### src/arcf_pkg.sv
// Constants, register map and carrier types of the converter result block.
// Assumes a 25 MHz system clock and a 32-bit AXI4-Lite register bus.
package arcf_pkg;
	// ---------------------------------------------------------------
	// Register map, byte addresses
	// ---------------------------------------------------------------
	localparam logic [31:0] A_CUR  = 32'hFFFF0520;
	localparam logic [31:0] A_VOLT = 32'hFFFF0524;
	localparam logic [31:0] A_TEMP = 32'hFFFF0528;
	localparam logic [31:0] A_FIFO = 32'hFFFF052C;
	localparam logic [31:0] A_COFS = 32'hFFFF0530;
	localparam logic [31:0] A_VOFS = 32'hFFFF0534;
	localparam logic [31:0] A_RCL  = 32'hFFFF0548;
	localparam logic [31:0] A_RCV  = 32'hFFFF054C;
	localparam logic [31:0] A_TH   = 32'hFFFF0550;
	localparam logic [31:0] A_TCL  = 32'hFFFF0554;
	localparam logic [31:0] A_THV  = 32'hFFFF0558;
	localparam logic [31:0] A_CFG  = 32'hFFFF0580;
	localparam logic [31:0] A_STA  = 32'hFFFF0584;

	// ---------------------------------------------------------------
	// Field positions
	// ---------------------------------------------------------------
	localparam int CFG_RC     = 0;
	localparam int CFG_FIFO   = 1;
	localparam int CFG_OVR    = 2;
	localparam int CFG_CMP_LO = 3;
	localparam int CFG_CMP_HI = 4;
	localparam int NCH        = 3;
	localparam int CH_CUR     = 0;
	localparam int CH_VOLT    = 1;
	localparam int CH_TEMP    = 2;

	// ---------------------------------------------------------------
	// Reset values and limits
	// ---------------------------------------------------------------
	localparam logic [7:0]  CFG_RST = 8'h00;
	localparam logic [7:0]  TCL_RST = 8'h01;
	localparam logic [7:0]  THV_MAX = 8'hFF;
	localparam logic [15:0] RCL_RST = 16'h0001;
	localparam logic [15:0] TH_RST  = 16'h0000;
	localparam logic [15:0] DAT_RST = 16'h0000;
	localparam int          FIFO_DEPTH = 32;
	localparam int          FIFO_AW    = 5;

	// ---------------------------------------------------------------
	// Timing
	// ---------------------------------------------------------------
	localparam int              CLK_NS  = 40;
	localparam int              OVR_NS  = 125000;
	localparam int              OVR_CYC = (OVR_NS + CLK_NS - 1) / CLK_NS;
	localparam int              OVR_W   = 12;
	localparam logic [OVR_W-1:0] OVR_LIM = OVR_W'(OVR_CYC);

	// ---------------------------------------------------------------
	// Bus answers and types
	// ---------------------------------------------------------------
	localparam logic [1:0] RESP_OKAY   = 2'h0;
	localparam logic [1:0] RESP_DECERR = 2'h3;

	typedef enum logic [1:0] {
		CMP_OFF     = 2'h0,
		CMP_ABS     = 2'h1,
		CMP_CNT_CLR = 2'h2,
		CMP_CNT_DEC = 2'h3
	} arcf_cmp_t;

	// One conversion result or calibration load, valid for one cycle
	typedef struct packed {
		logic        vld;
		logic [15:0] data;
	} arcf_res_t;
endpackage

### src/arcf_fifo.sv
// Paired current/voltage result store, 32 words of 32 bits.
// Assumes push and pop come from the same clock; head is combinational.
`timescale 1ns/10ps
`default_nettype none
module arcf_fifo
	import arcf_pkg::*;
(
	// Clock and reset
	input  wire logic        aclk,
	input  wire logic        aresetn,
	// Control
	input  wire logic        flush,
	input  wire logic        push,
	input  wire logic [31:0] din,
	input  wire logic        pop,
	// State
	output logic      [31:0] head,
	output logic             empty,
	output logic             full
);
	logic [31:0]      mem [FIFO_DEPTH];
	logic [FIFO_AW:0] wp_r;
	logic [FIFO_AW:0] rp_r;

	// ---------------------------------------------------------------
	// Flags from pointer compare; the extra bit tells full from empty
	// ---------------------------------------------------------------
	assign empty = (wp_r == rp_r);
	assign full  = (wp_r[FIFO_AW] != rp_r[FIFO_AW]) && (wp_r[FIFO_AW-1:0] == rp_r[FIFO_AW-1:0]);
	assign head  = mem[rp_r[FIFO_AW-1:0]];

	// Storage; a push when full is dropped rather than overwriting
	always_ff @(posedge aclk)
	begin
		if (push && !full)
			mem[wp_r[FIFO_AW-1:0]] <= din;
	end

	// Pointers
	always_ff @(posedge aclk)
	begin
		if (!aresetn || flush)
		begin
			wp_r <= '0;
			rp_r <= '0;
		end
		else
		begin
			if (push && !full)
				wp_r <= wp_r + 1'b1;
			if (pop && !empty)
				rp_r <= rp_r + 1'b1;
		end
	end
endmodule
`default_nettype wire

### src/arcf_top.sv
// Converter result handling: data registers, comparator, overrange, FIFO.
// Assumes converter results arrive as one-cycle strobes on aclk; the
// overrange comparator output is asynchronous and is synchronised here.
`timescale 1ns/10ps
`default_nettype none
module arcf_top
	import arcf_pkg::*;
#(
	parameter logic [15:0] COFS_INIT = 16'h8000,
	parameter logic [15:0] VOFS_INIT = 16'h8000
)(
	// Clock and reset
	input  wire logic                 aclk,
	input  wire logic                 aresetn,
	// AXI4-Lite write
	input  wire logic [31:0]          s_axi_awaddr,
	input  wire logic                 s_axi_awvalid,
	output logic                      s_axi_awready,
	input  wire logic [31:0]          s_axi_wdata,
	input  wire logic [3:0]           s_axi_wstrb,
	input  wire logic                 s_axi_wvalid,
	output logic                      s_axi_wready,
	output logic [1:0]                s_axi_bresp,
	output logic                      s_axi_bvalid,
	input  wire logic                 s_axi_bready,
	// AXI4-Lite read
	input  wire logic [31:0]          s_axi_araddr,
	input  wire logic                 s_axi_arvalid,
	output logic                      s_axi_arready,
	output logic [31:0]               s_axi_rdata,
	output logic [1:0]                s_axi_rresp,
	output logic                      s_axi_rvalid,
	input  wire logic                 s_axi_rready,
	// Converter side
	input  wire arcf_res_t [NCH-1:0]  res_in,
	input  wire logic                 cur_active,
	input  wire logic                 cur_reconfig,
	input  wire logic                 ovr_pin,
	input  wire arcf_res_t            cofs_cal,
	input  wire arcf_res_t            vofs_cal,
	output logic                      adc_irq
);
	// ---------------------------------------------------------------
	// Decoding helpers
	// ---------------------------------------------------------------
	function automatic logic hit(input logic [31:0] a, input logic [31:0] off);
		hit = (a[31:2] == off[31:2]);
	endfunction

	function automatic logic mapped(input logic [31:0] a);
		mapped = hit(a, A_CUR) || hit(a, A_VOLT) || hit(a, A_TEMP) || hit(a, A_FIFO)
			|| hit(a, A_COFS) || hit(a, A_VOFS) || hit(a, A_RCL) || hit(a, A_RCV)
			|| hit(a, A_TH) || hit(a, A_TCL) || hit(a, A_THV) || hit(a, A_CFG) || hit(a, A_STA);
	endfunction

	function automatic logic [15:0] merge16(input logic [15:0] o, input logic [31:0] d,
		input logic [3:0] s);
		merge16 = {s[1] ? d[15:8] : o[15:8], s[0] ? d[7:0] : o[7:0]};
	endfunction

	// ---------------------------------------------------------------
	// Declarations
	// ---------------------------------------------------------------
	logic            aw_r, w_r, bvalid_r, rvalid_r;
	logic [31:0]     waddr_r, wdata_r, rdata_r, rd_data;
	logic [3:0]      wstrb_r;
	logic [1:0]      bresp_r, rresp_r;
	logic            wr_go, rd_go, rd_cur, rd_volt, rd_temp, rd_sta;
	logic [7:0]      cfg_r, tcl_r, thv_r, thv_nxt, sta;
	logic [15:0]     th_r, rcl_r, rcv_r, rcv_nxt, cofs_r, vofs_r, cur_abs;
	logic [NCH-1:0]  rdy_r, rdy_clr;
	logic            ge, thr_evt, thr_r, rc_hit, irq_r;
	arcf_cmp_t       cmp_mode;
	arcf_res_t       cur;
	logic [2:0]      ovr_s_r;
	logic            ovr_lvl_r, ovr_r, ovr_evt;
	logic [OVR_W-1:0] ovr_cnt_r;
	logic            f_push, f_pop, f_empty, f_full, fovf_r;
	logic [31:0]     f_head;

	// ---------------------------------------------------------------
	// AXI4-Lite slave, one write and one read in flight
	// ---------------------------------------------------------------
	assign s_axi_awready = !aw_r && !bvalid_r;
	assign s_axi_wready  = !w_r && !bvalid_r;
	assign s_axi_arready = !rvalid_r;
	assign s_axi_bvalid  = bvalid_r;
	assign s_axi_bresp   = bresp_r;
	assign s_axi_rvalid  = rvalid_r;
	assign s_axi_rdata   = rdata_r;
	assign s_axi_rresp   = rresp_r;
	assign wr_go         = aw_r && w_r && !bvalid_r;
	assign rd_go         = s_axi_arvalid && !rvalid_r;
	assign rd_cur        = rd_go && hit(s_axi_araddr, A_CUR);
	assign rd_volt       = rd_go && hit(s_axi_araddr, A_VOLT);
	assign rd_temp       = rd_go && hit(s_axi_araddr, A_TEMP);
	assign rd_sta        = rd_go && hit(s_axi_araddr, A_STA);

	// Address and data are latched in either order
	always_ff @(posedge aclk)
	begin
		if (!aresetn)
		begin
			aw_r <= 1'b0;
			w_r  <= 1'b0;
		end
		else
		begin
			if (s_axi_awvalid && s_axi_awready)
			begin
				aw_r    <= 1'b1;
				waddr_r <= s_axi_awaddr;
			end
			else if (wr_go)
				aw_r <= 1'b0;
			if (s_axi_wvalid && s_axi_wready)
			begin
				w_r     <= 1'b1;
				wdata_r <= s_axi_wdata;
				wstrb_r <= s_axi_wstrb;
			end
			else if (wr_go)
				w_r <= 1'b0;
		end
	end

	// Write answer; read-only hits are quietly ignored
	always_ff @(posedge aclk)
	begin
		if (!aresetn)
		begin
			bvalid_r <= 1'b0;
			bresp_r  <= RESP_OKAY;
		end
		else if (wr_go)
		begin
			bvalid_r <= 1'b1;
			bresp_r  <= mapped(waddr_r) ? RESP_OKAY : RESP_DECERR;
		end
		else if (s_axi_bready)
			bvalid_r <= 1'b0;
	end

	// Read mux
	assign sta = {fovf_r, f_full, !f_empty, ovr_r, thr_r, rdy_r};
	always_comb
	begin
		rd_data = '0;
		if (hit(s_axi_araddr, A_CUR))
			rd_data[15:0] = ch_g[CH_CUR].dat_r;
		else if (hit(s_axi_araddr, A_VOLT))
			rd_data[15:0] = ch_g[CH_VOLT].dat_r;
		else if (hit(s_axi_araddr, A_TEMP))
			rd_data[15:0] = ch_g[CH_TEMP].dat_r;
		else if (hit(s_axi_araddr, A_FIFO))
			rd_data = f_head;
		else if (hit(s_axi_araddr, A_COFS))
			rd_data[15:0] = cofs_r;
		else if (hit(s_axi_araddr, A_VOFS))
			rd_data[15:0] = vofs_r;
		else if (hit(s_axi_araddr, A_RCL))
			rd_data[15:0] = rcl_r;
		else if (hit(s_axi_araddr, A_RCV))
			rd_data[15:0] = rcv_r;
		else if (hit(s_axi_araddr, A_TH))
			rd_data[15:0] = th_r;
		else if (hit(s_axi_araddr, A_TCL))
			rd_data[7:0] = tcl_r;
		else if (hit(s_axi_araddr, A_THV))
			rd_data[7:0] = thv_r;
		else if (hit(s_axi_araddr, A_CFG))
			rd_data[7:0] = cfg_r;
		else if (hit(s_axi_araddr, A_STA))
			rd_data[7:0] = sta;
	end

	// Read answer, one cycle after the address is taken
	always_ff @(posedge aclk)
	begin
		if (!aresetn)
		begin
			rvalid_r <= 1'b0;
			rdata_r  <= '0;
			rresp_r  <= RESP_OKAY;
		end
		else if (rd_go)
		begin
			rvalid_r <= 1'b1;
			rdata_r  <= rd_data;
			rresp_r  <= mapped(s_axi_araddr) ? RESP_OKAY : RESP_DECERR;
		end
		else if (s_axi_rready)
			rvalid_r <= 1'b0;
	end

	// ---------------------------------------------------------------
	// Software registers; calibration beats a software write
	// ---------------------------------------------------------------
	always_ff @(posedge aclk)
	begin
		if (!aresetn)
		begin
			cfg_r  <= CFG_RST;
			tcl_r  <= TCL_RST;
			th_r   <= TH_RST;
			rcl_r  <= RCL_RST;
			cofs_r <= COFS_INIT;
			vofs_r <= VOFS_INIT;
		end
		else
		begin
			if (wr_go && hit(waddr_r, A_CFG) && wstrb_r[0])
				cfg_r <= wdata_r[7:0];
			if (wr_go && hit(waddr_r, A_TCL) && wstrb_r[0])
				tcl_r <= wdata_r[7:0];
			if (wr_go && hit(waddr_r, A_TH))
				th_r <= merge16(th_r, wdata_r, wstrb_r);
			if (wr_go && hit(waddr_r, A_RCL))
				rcl_r <= merge16(rcl_r, wdata_r, wstrb_r);
			if (cofs_cal.vld)
				cofs_r <= cofs_cal.data;
			else if (wr_go && hit(waddr_r, A_COFS))
				cofs_r <= merge16(cofs_r, wdata_r, wstrb_r);
			if (vofs_cal.vld)
				vofs_r <= vofs_cal.data;
			else if (wr_go && hit(waddr_r, A_VOFS))
				vofs_r <= merge16(vofs_r, wdata_r, wstrb_r);
		end
	end

	// ---------------------------------------------------------------
	// Channel data and ready flags
	// ---------------------------------------------------------------
	assign rdy_clr[CH_CUR]  = rd_cur;
	assign rdy_clr[CH_VOLT] = rd_cur || (rd_volt && !cur_active);
	assign rdy_clr[CH_TEMP] = rdy_clr[CH_VOLT] || rd_temp;

	// A new result in the clearing cycle still lands; one arriving while the flag is set and not cleared is dropped
	for (genvar g = 0; g < NCH; g++)
	begin : ch_g
		logic [15:0] dat_r;
		always_ff @(posedge aclk)
		begin
			if (!aresetn)
			begin
				rdy_r[g] <= 1'b0;
				dat_r    <= DAT_RST;
			end
			else
			begin
				if (res_in[g].vld)
					rdy_r[g] <= 1'b1;
				else if (rdy_clr[g])
					rdy_r[g] <= 1'b0;
				if (res_in[g].vld && (!rdy_r[g] || rdy_clr[g]))
					dat_r <= res_in[g].data;
			end
		end
	end

	// ---------------------------------------------------------------
	// Threshold comparator on the absolute current result
	// ---------------------------------------------------------------
	assign cur      = res_in[CH_CUR];
	assign cur_abs  = cur.data[15] ? 16'(-cur.data) : cur.data;
	assign ge       = cur_abs >= th_r;
	assign cmp_mode = arcf_cmp_t'(cfg_r[CFG_CMP_HI:CFG_CMP_LO]);

	always_comb
	begin
		thv_nxt = thv_r;
		thr_evt = 1'b0;
		unique case (cmp_mode)
			CMP_OFF: thv_nxt = thv_r;
			CMP_ABS, CMP_CNT_CLR, CMP_CNT_DEC:
			begin
				if (cur.vld && ge)
					thv_nxt = (thv_r == THV_MAX) ? thv_r : thv_r + 8'h01;
				else if (cur.vld && cmp_mode == CMP_CNT_DEC)
					thv_nxt = (thv_r == '0) ? thv_r : thv_r - 8'h01;
				else if (cur.vld)
					thv_nxt = '0;
				if (cmp_mode == CMP_ABS)
					thr_evt = cur.vld && ge;
				else
					thr_evt = cur.vld && ge && (thv_nxt == tcl_r);
			end
		endcase
	end

	always_ff @(posedge aclk)
	begin
		if (!aresetn)
			thv_r <= '0;
		else
			thv_r <= thv_nxt;
	end

	// ---------------------------------------------------------------
	// Result counter; divides the current interrupt rate
	// ---------------------------------------------------------------
	assign rcv_nxt = rcv_r + 16'h0001;
	assign rc_hit  = cur.vld && cfg_r[CFG_RC] && (rcv_nxt == rcl_r);

	always_ff @(posedge aclk)
	begin
		if (!aresetn || cur_reconfig)
			rcv_r <= '0;
		else if (cur.vld && cfg_r[CFG_RC])
			rcv_r <= rc_hit ? '0 : rcv_nxt;
	end

	// Interrupt: held until the current result or status is read
	always_ff @(posedge aclk)
	begin
		if (!aresetn)
			irq_r <= 1'b0;
		else if ((cfg_r[CFG_RC] ? rc_hit : cur.vld) || thr_evt)
			irq_r <= 1'b1;
		else if (rd_cur || rd_sta)
			irq_r <= 1'b0;
	end
	assign adc_irq = irq_r;

	// ---------------------------------------------------------------
	// Coarse overrange: synchronise, then time the level
	// ---------------------------------------------------------------
	always_ff @(posedge aclk)
	begin
		if (!aresetn)
		begin
			ovr_s_r   <= '0;
			ovr_lvl_r <= 1'b0;
		end
		else
		begin
			ovr_s_r <= {ovr_s_r[1:0], ovr_pin};
			if (ovr_s_r[1] == ovr_s_r[2])
				ovr_lvl_r <= ovr_s_r[2];
		end
	end

	// Flag only once held past the limit; short glitches never count
	assign ovr_evt = cfg_r[CFG_OVR] && ovr_lvl_r && (ovr_cnt_r == OVR_LIM);
	always_ff @(posedge aclk)
	begin
		if (!aresetn || !cfg_r[CFG_OVR] || !ovr_lvl_r)
			ovr_cnt_r <= '0;
		else if (ovr_cnt_r != OVR_LIM)
			ovr_cnt_r <= ovr_cnt_r + 1'b1;
	end

	// Sticky status flags, cleared by a status read, set wins
	always_ff @(posedge aclk)
	begin
		if (!aresetn)
		begin
			thr_r  <= 1'b0;
			ovr_r  <= 1'b0;
			fovf_r <= 1'b0;
		end
		else
		begin
			thr_r  <= thr_evt || (thr_r && !rd_sta);
			ovr_r  <= ovr_evt || (ovr_r && !rd_sta);
			fovf_r <= (f_push && f_full) || (fovf_r && !rd_sta);
		end
	end

	// ---------------------------------------------------------------
	// Paired result FIFO
	// ---------------------------------------------------------------
	assign f_push = cur.vld && cfg_r[CFG_FIFO];
	assign f_pop  = rd_go && hit(s_axi_araddr, A_FIFO);

	arcf_fifo u_fifo (
		.aclk    (aclk),
		.aresetn (aresetn),
		.flush   (!cfg_r[CFG_FIFO]),
		.push    (f_push),
		.din     ({res_in[CH_VOLT].data, cur.data}),
		.pop     (f_pop),
		.head    (f_head),
		.empty   (f_empty),
		.full    (f_full)
	);
endmodule
`default_nettype wire

### config.mk
export PLATFORM = sky130hd
export DESIGN_NAME = arcf_top
export DESIGN_NICKNAME = d
export VERILOG_FILES = /design/src/arcf_pkg.sv /design/src/arcf_fifo.sv /design/src/arcf_top.sv
export SDC_FILE = /design/constraint.sdc
export NUM_CORES = 1
export LEC_CHECK = 0
export BUFFER_PORTS_ARGS = -buffer_cell sky130_fd_sc_hd__buf_2
export CAP_MARGIN = 20
export CORE_AREA = 2 2 462 464
export CTS_CLUSTER_DIAMETER = 200
export DETAILED_ROUTE_END_ITERATION = 6
export DIE_AREA = 0 0 464 466
export GPL_TIMING_DRIVEN = 0
export MAX_ROUTING_LAYER = met4
export REMOVE_ABC_BUFFERS = 1
export SLEW_MARGIN = 25
export SYNTH_ARGS = -nofsm -noshare
export SYNTH_HDL_FRONTEND = slang
export SYNTH_SLANG_ARGS = --single-unit
export TNS_END_PERCENT = 50
### constraint.sdc
create_clock -name aclk -period 3.45 [get_ports aclk]
set_input_delay 0.345 -clock aclk [delete_from_list [all_inputs] [get_ports aclk]]
set_output_delay 0.345 -clock aclk [all_outputs]
set_load 0.005 [all_outputs]
# [Yosys cells after proc, flatten, opt, wreduce, memory -nomap -nowiden]
# Memory sizes are Yosys's and may differ from the RTL's. A register that Yosys moved wholly into a read port is not among the register bits.
# Cells that the tools add are included.
[word_totals] ram_bits=1024 out_inout_bits=42 regBits=277 n_memories=1 elab_cells=260
[op_classes] reduce_logical=119 eq_ne=38 n_lt_le_gt_ge=1 addsub=7 mux=57
[mem_list] name="u_fifo.mem" words=32 word_bits=32 read_ports=1 rd_clocked_by_memory_dff=1 wr=1 line_no="arcf_fifo.sv:21" rtl="logic [31:0] mem [FIFO_DEPTH];"
[ops] cell="30-bit equality test, second input constant" count=26
[ops] cell="16-bit two-way mux" count=18
[ops] cell="8-bit two-way mux" count=15
[ops] cell="1-bit logical AND" count=39
[ops] cell="1-bit logical OR" count=38
[ops] cell="2-bit nonzero test" count=14
[ops] cell="1-bit two-way mux" count=20
[ops] cell="2-bit AND reduction" count=10
[ops] cell="16-bit by 1-bit adder with 16-bit output, second input constant" count=1
[ops] cell="16-bit equality test" count=1
[ops] cell="16-bit greater-or-equal comparator" count=1
[ops] cell="16-bit negator" count=1
[ops] cell="1-bit logical NOT" count=15
[ops] cell="12-bit by 1-bit adder with 12-bit output, second input constant" count=1
[ops] cell="6-bit by 1-bit adder with 6-bit output, second input constant" count=2
[ops] cell="12-bit equality test, second input constant" count=1
[ops] cell="12-bit inequality test, second input constant" count=1
[ops] cell="5-bit two-way mux" count=2
[ops] cell="8-bit by 1-bit adder with 8-bit output, second input constant" count=1
[ops] cell="8-bit equality test" count=1
[ops] cell="8-bit equality test, second input constant" count=1
[ops] cell="8-bit logical NOT" count=1
[ops] cell="8-bit by 1-bit subtractor with 8-bit output, second input constant" count=1
[ops] cell="6-bit equality test" count=1
[ops] cell="8 further kinds" count=10

# [Depth between registers and ports, before layout]
[logic_depth] ltp_word=15 mapped_depth=15 ltp_nobuf=14

# [Cells and area by module]
# From an unflattened synthesis, not the netlist that was laid out.
[hier_totals] cells_unflattened=3905 hier_area_um2=53941.7
[by_module_without_submodules] mod="arcf_fifo" seq_area_each_um2=31089.8 cells_each=2314 n_inst=1 area_per_inst_um2=40565.2
[by_module_without_submodules] mod="arcf_top" seq_area_each_um2=5705.5 cells_each=1591 n_inst=1 area_per_inst_um2=13376.6

# [Least setup slack after synthesis]
# No wires, ideal clock.
[synth_timing] kind="input -> register" start="input res_in[0] in the netlist's numbering" end="register thr_r" setup_ps=58 arrival_ps=3637 path_slack_ps=-245 path_stages=13 n_path_buf=0 cell_sequence="or3_1 > nand2b_1 > or3_1 > o31ai_1 > xnor2_1 > ha_1 > a21oi_1 > o21ai_0 > a22oi_1 > mux2i_1 > or4_1 > a2111oi_2 > a311o_2"
[synth_via] elab_chain_cells=11
[synth_rtl] item="start: declaration" line_no="arcf_top.sv:35" rtl="input wire arcf_res_t [NCH-1:0] res_in,"
[synth_rtl] item="16-bit negator" line_no="arcf_top.sv:265" rtl="assign cur_abs = cur.data[15] ? 16'(-cur.data) : cur.data;"
[synth_rtl] item="16-bit two-way mux *" line_no="arcf_top.sv:265"
[synth_rtl] item="16-bit greater-or-equal comparator *" line_no="arcf_top.sv:266" rtl="assign ge = cur_abs >= th_r;"
[synth_rtl] item="1-bit logical AND *" line_no="arcf_top.sv:277, arcf_top.sv:284, arcf_top.sv:286"
[synth_rtl] item="8-bit two-way mux" line_no="arcf_top.sv:277" rtl="if (cur.vld && ge)"
[synth_rtl] item="8-bit two-way mux" line_no="arcf_top.sv:273" rtl="unique case (cmp_mode)"
[synth_rtl] item="8-bit equality test" line_no="arcf_top.sv:286" rtl="thr_evt = cur.vld && ge && (thv_nxt == tcl_r);"
[synth_rtl] item="1-bit logical AND" line_no="arcf_top.sv:286"
[synth_rtl] item="1-bit two-way mux *" line_no="arcf_top.sv:283" rtl="if (cmp_mode == CMP_ABS)"
[synth_rtl] item="1-bit two-way mux *" line_no="arcf_top.sv:273"
[synth_rtl] item="1-bit logical OR *" line_no="arcf_top.sv:364" rtl="thr_r <= thr_evt || (thr_r && !rd_sta);"
[synth_rtl] item="end signal: assignment" line_no="arcf_top.sv:364"
[synth_rtl] item="end: declaration" line_no="arcf_top.sv:72" rtl="logic ge, thr_evt, thr_r, rc_hit, irq_r;"
# Mark *: on every way between the ends. The rest lies on a longest branch, timed or not. The select of a mux whose other input is x is not followed.
# A chain may end at the register's enable or synchronous reset.

# [Worst setup path after layout]
[layout_timing] start="register u_fifo.wp_r[2]" end="memory u_fifo.mem[13][16], enable pin"
[layout_via] elab_chain_cells=6
[layout_rtl] item="start: declaration" line_no="arcf_fifo.sv:22" rtl="logic [FIFO_AW:0] wp_r;"
[layout_rtl] item="start signal: assignment" line_no="arcf_fifo.sv:50" rtl="wp_r <= wp_r + 1'b1;"
[layout_rtl] item="5-bit equality test" line_no="arcf_fifo.sv:29" rtl="assign full = (wp_r[FIFO_AW] != rp_r[FIFO_AW]) && (wp_r[FIFO_AW-1:0] == rp_r[FIFO_AW-1:0]);"
[layout_rtl] item="1-bit logical AND" line_no="arcf_fifo.sv:29"
[layout_rtl] item="1-bit logical NOT" line_no="arcf_fifo.sv:35" rtl="if (push && !full)"
[layout_rtl] item="1-bit logical AND" line_no="arcf_fifo.sv:35"
[layout_rtl] item="1-bit two-way mux" line_no="arcf_fifo.sv:35"
[layout_rtl] item="1-bit two-way mux (implied by the code)" line_no="arcf_fifo.sv:36" rtl="mem[wp_r[FIFO_AW-1:0]] <= din;"
[layout_rtl] item="end: declaration" line_no="arcf_fifo.sv:21"
# Parallel ways exist; a longest one is shown, timed or not.

==> flow_summary.toml <==
[critical_path]
r2r_setup_slack_ns = -0.04
worst-path-max-fanout = 14
setup.worst_path.class = "register to register"
path_cells = "xnor2_1 > nand3_1 > nor3_1 > nor2_1 > nand2_1 > nor2_4 > buf_12 > buf_16"
crit_required_ns = 3.92
cpPeakStageDelay_ns = 0.64
r2r_cells = 8
worstReg2RegEnd = "u_fifo.mem[13][16]$_DFFE_PP_"
crit_path_top_delay_cell = "nand2_1"
crit-reg2reg-launch = "u_fifo.wp_r[2]$_SDFFE_PP0P_"
worstPathArrival_ns = 3.96
start_kind = "register"
critPathCaptureType = "register"

[synthesis]
ys_seq_area_share_pct = 69.98
syn_inst = 3078
synthTopCellsByCount = "edfxtp_1 (1072), mux4_2 (317), dfxtp_1 (230)"
synth.distinct_cells = 82
ys_ff_latch = 1302
synthArstFlopShare_pct = 0
synth_top_cell_by_area = "edfxtp_1"
ys.flop_type = "edfxtp_1"
yosys.area.top_type_share_pct = 61.22
yosys_warnings = 0
yosysMostFrequentCell = "edfxtp_1"
synth.area.top_cells = "edfxtp_1 (61%), mux4_2 (14%), dfxtp_1 (8.8%), mux2i_1 (2.0%), nor2_1 (1.6%)"
avgSynthCellArea_um2 = 17.08
synth_edf_count = 1072
synth_area_um2 = 52580

[sta]
max_freq_mhz = 286.8
drv_slew = 0
fin_ws_ns = -0.03715
fin_crit_sh_pct = 101.1
rsz0062_at_grt = "yes"
worst_pin_slew_ns = 1.050
finalHoldViolCount = 0
finalClockSkew_ns = 0.04194
setup_viol = 55
finalWorstPathRequiredPeriod_ns = 3.487
slew_headroom_pct = 30.00

[min_path]
hold_depth = 1
min_to = "u_fifo.mem[19][5]$_DFFE_PP_"
hp-class = "input port to register"
min_from = "res_in[5]"

[layout]
area_delta_synth_final_pct = 24.31
fin_cells = 6467
fin_nets = 3744
drive_gt1_share_pct = 26.90

[global_route]
grt.total_usage_pct = 14.55
grt_pass1_vias = 30531
grt_pass1_wl_um = 222600
grt_max_degree = 76
grt_overflow = 0
antenna_found_initial = 22

[power]
p_leak_nw = 20.50
ir_drop_mv = 0.5172
finalPower_mw = 32.33
power_density_nw_per_um2 = 494.7

[drt]
drc = 2
wire_per_inst_um = 24.23
final_antenna_net_count = 0
drtIter0Drc = 4118
via_per_inst = 4.863
drt-pass1-iter-count = 7
finalWirelength_um = 156700
num_vias = 31449

[clock_network]
cts.path.max_buffers = 3
htreeDepth = 4
path_clk_slew_ns = 0.07
numClockSinks = 1302
cts_tree = "yes"
insertion_delay_ns = 0.78
cts_buffers = 137
cts_root_buf = "clkbuf_16"

[placed_design]
dp_hpwl_um = 104600
port-buffer-count = 214
pre_cts_slack_ns = -1.404
gp_congestion = 0.8892
dp_cells = 6038

[die]
num_rows = 169
initial_utilization_pct = 24.89
die_height_um = 466
die_x_um = 464
dieArea_um2 = 216200
coreArea_um2 = 211200
io_pins = 237

[status]
violations = "design-rule violations, negative setup slack"
status = "finished with violations"

[flow_run]
cap_violations = 0
## what timing repair did
| action | in CTS | in global routing |
|---|---|---|
| hold buffers | 113 | 0 |
| pin swaps | 10 | 14 |
| gates resized for setup | 17 | 24 |
| endpoints found under the setup margin | 146 | 547 |
| hold endpoints to repair | 262 | 0 |
| setup buffers | 17 | 35 |
## power breakdown
| part | switching (mW) | internal [mW] |
|---|---|---|
| Clock | 6.22 | 7.94 |
| Combinational | 0.623 | 0.350 |
| Sequential | 0.113 | 17.1 |
| Total | 6.96 | 25.4 |
## stage by stage
stage                     cell area (µm²)  setup TNS, ns  util, %  hold WS (ns)
after floorplan                     51860        -278.33        -        0.4069
after global placement              56460       -3337.27    26.73        0.4344
after detailed placement            59250         -82.92    28.05        0.4284
after CTS                           64920        -0.6797    30.73     0.0002656
after global routing                65350         -28.18    30.94       0.01132
final                               65360         -1.016    30.94       0.02532
## how the worst max path moves through the flow
stage | startpoint | depth (start not counted) | to
finish | u_fifo.wp_r[2]$_SDFFE_PP0P_ | 8 | u_fifo.mem[13][16]$_DFFE_PP_
global route | u_fifo.wp_r[2]$_SDFFE_PP0P_ | 7 | u_fifo.mem[15][12]$_DFFE_PP_
CTS | u_fifo.wp_r[2]$_SDFFE_PP0P_ | 8 | u_fifo.mem[4][21]$_DFFE_PP_
detailed placement | res_in[1] | 14 | thr_r$_SDFF_PN0_
global placement | register | 5 | s_axi_rdata[9]$_SDFFE_PN0P_
floorplan | register | 6 | s_axi_rdata[5]$_SDFFE_PN0P_
## area by class of cell
type / instances / area (µm²)
antenna: 10 / 25.02
clock buffer: 203 / 3924
clock inverter: 51 / 374.1
fill: 20350 / 145900
inverter: 48 / 187.7
multi-input combinational: 1553 / 15300
sequential: 1302 / 36810
tap: 2821 / 3530
timing repair buffer: 479 / 5209
## registers in the layout (all words and copies together) (netlist names), 2 cells and up, named ones only
signal and flops:
rdy_r 3, waddr_r 30, u_fifo.wp_r 6, cfg_r 8
ovr_cnt_r 12, cofs_r 16, rcv_r 16, ch_g.dat_r 48
wdata_r 16, tcl_r 8, vofs_r 16, rcl_r 16
wstrb_r 2, u_fifo.mem 1024, ovr_s_r 3, s_axi_rdata 32
u_fifo.rp_r 6, th_r 16, thv_r 8
## cell usage in the layout (no fill, tap or decap), drive strengths merged, types with 7 or more instances in the layout
cell type | synthesis | routed
a222oi | 32 | 32
a221oi | 10 | 10
and3 | 10 | 10
clkinv | 0 | 42
o2111ai | 8 | 8
o31ai | 7 | 7
a22oi | 25 | 25
nand3b | 11 | 11
and2 | 11 | 11
nand2 | 172 | 172
o221ai | 9 | 9
mux2 | 13 | 13
xnor2 | 41 | 41
buf | 65 | 368
inv | 48 | 53
or4 | 11 | 11
o21ai | 92 | 92
or3 | 23 | 23
nor2 | 220 | 220
a211oi | 10 | 10
a21oi | 116 | 116
clkbuf | 110 | 205
nor4 | 14 | 14
edfxtp | 1072 | 1072
nand2b | 16 | 16
xor2 | 30 | 30
mux4 | 317 | 317
mux2i | 106 | 106
a31oi | 12 | 12
dlygate4sd3 | 0 | 109
nand4 | 16 | 16
nand3 | 66 | 66
o22ai | 19 | 19
nor3 | 26 | 26
dfxtp | 230 | 230
ha | 28 | 28
diode | 0 | 10
## per-layer routing
| layer | wire [µm] | track usage, % |
|---|---|---|
| met3 | 14340 | 3.146 |
| met5 | 0 | - |
| met1 | 65060 | 19.25 |
| met4 | 5376 | 5.202 |
| met2 | 71900 | 21.98 |
## critical path, delay by kind of cell (launching register included)
kind                      cells  cell delay (ns)
and+or+nand+nor               5             2.01
DFF                           1             0.57
buffers and inverters         2             0.43
xor gates and xnor gates      1             0.13
## kinds of logic after synthesis
family | after synthesis | synth area share, %
AOI/OAI and AO/OA | 388 | 4.904
xor gates and xnor gates | 71 | 1.183
adders and majority gates | 28 | 0.6663
buffers and inverters | 223 | 1.711
DFF | 1302 | 69.98
muxes | 436 | 15.87
and+or+nand+nor | 630 | 5.680
(Power assumes the default switching activity.)
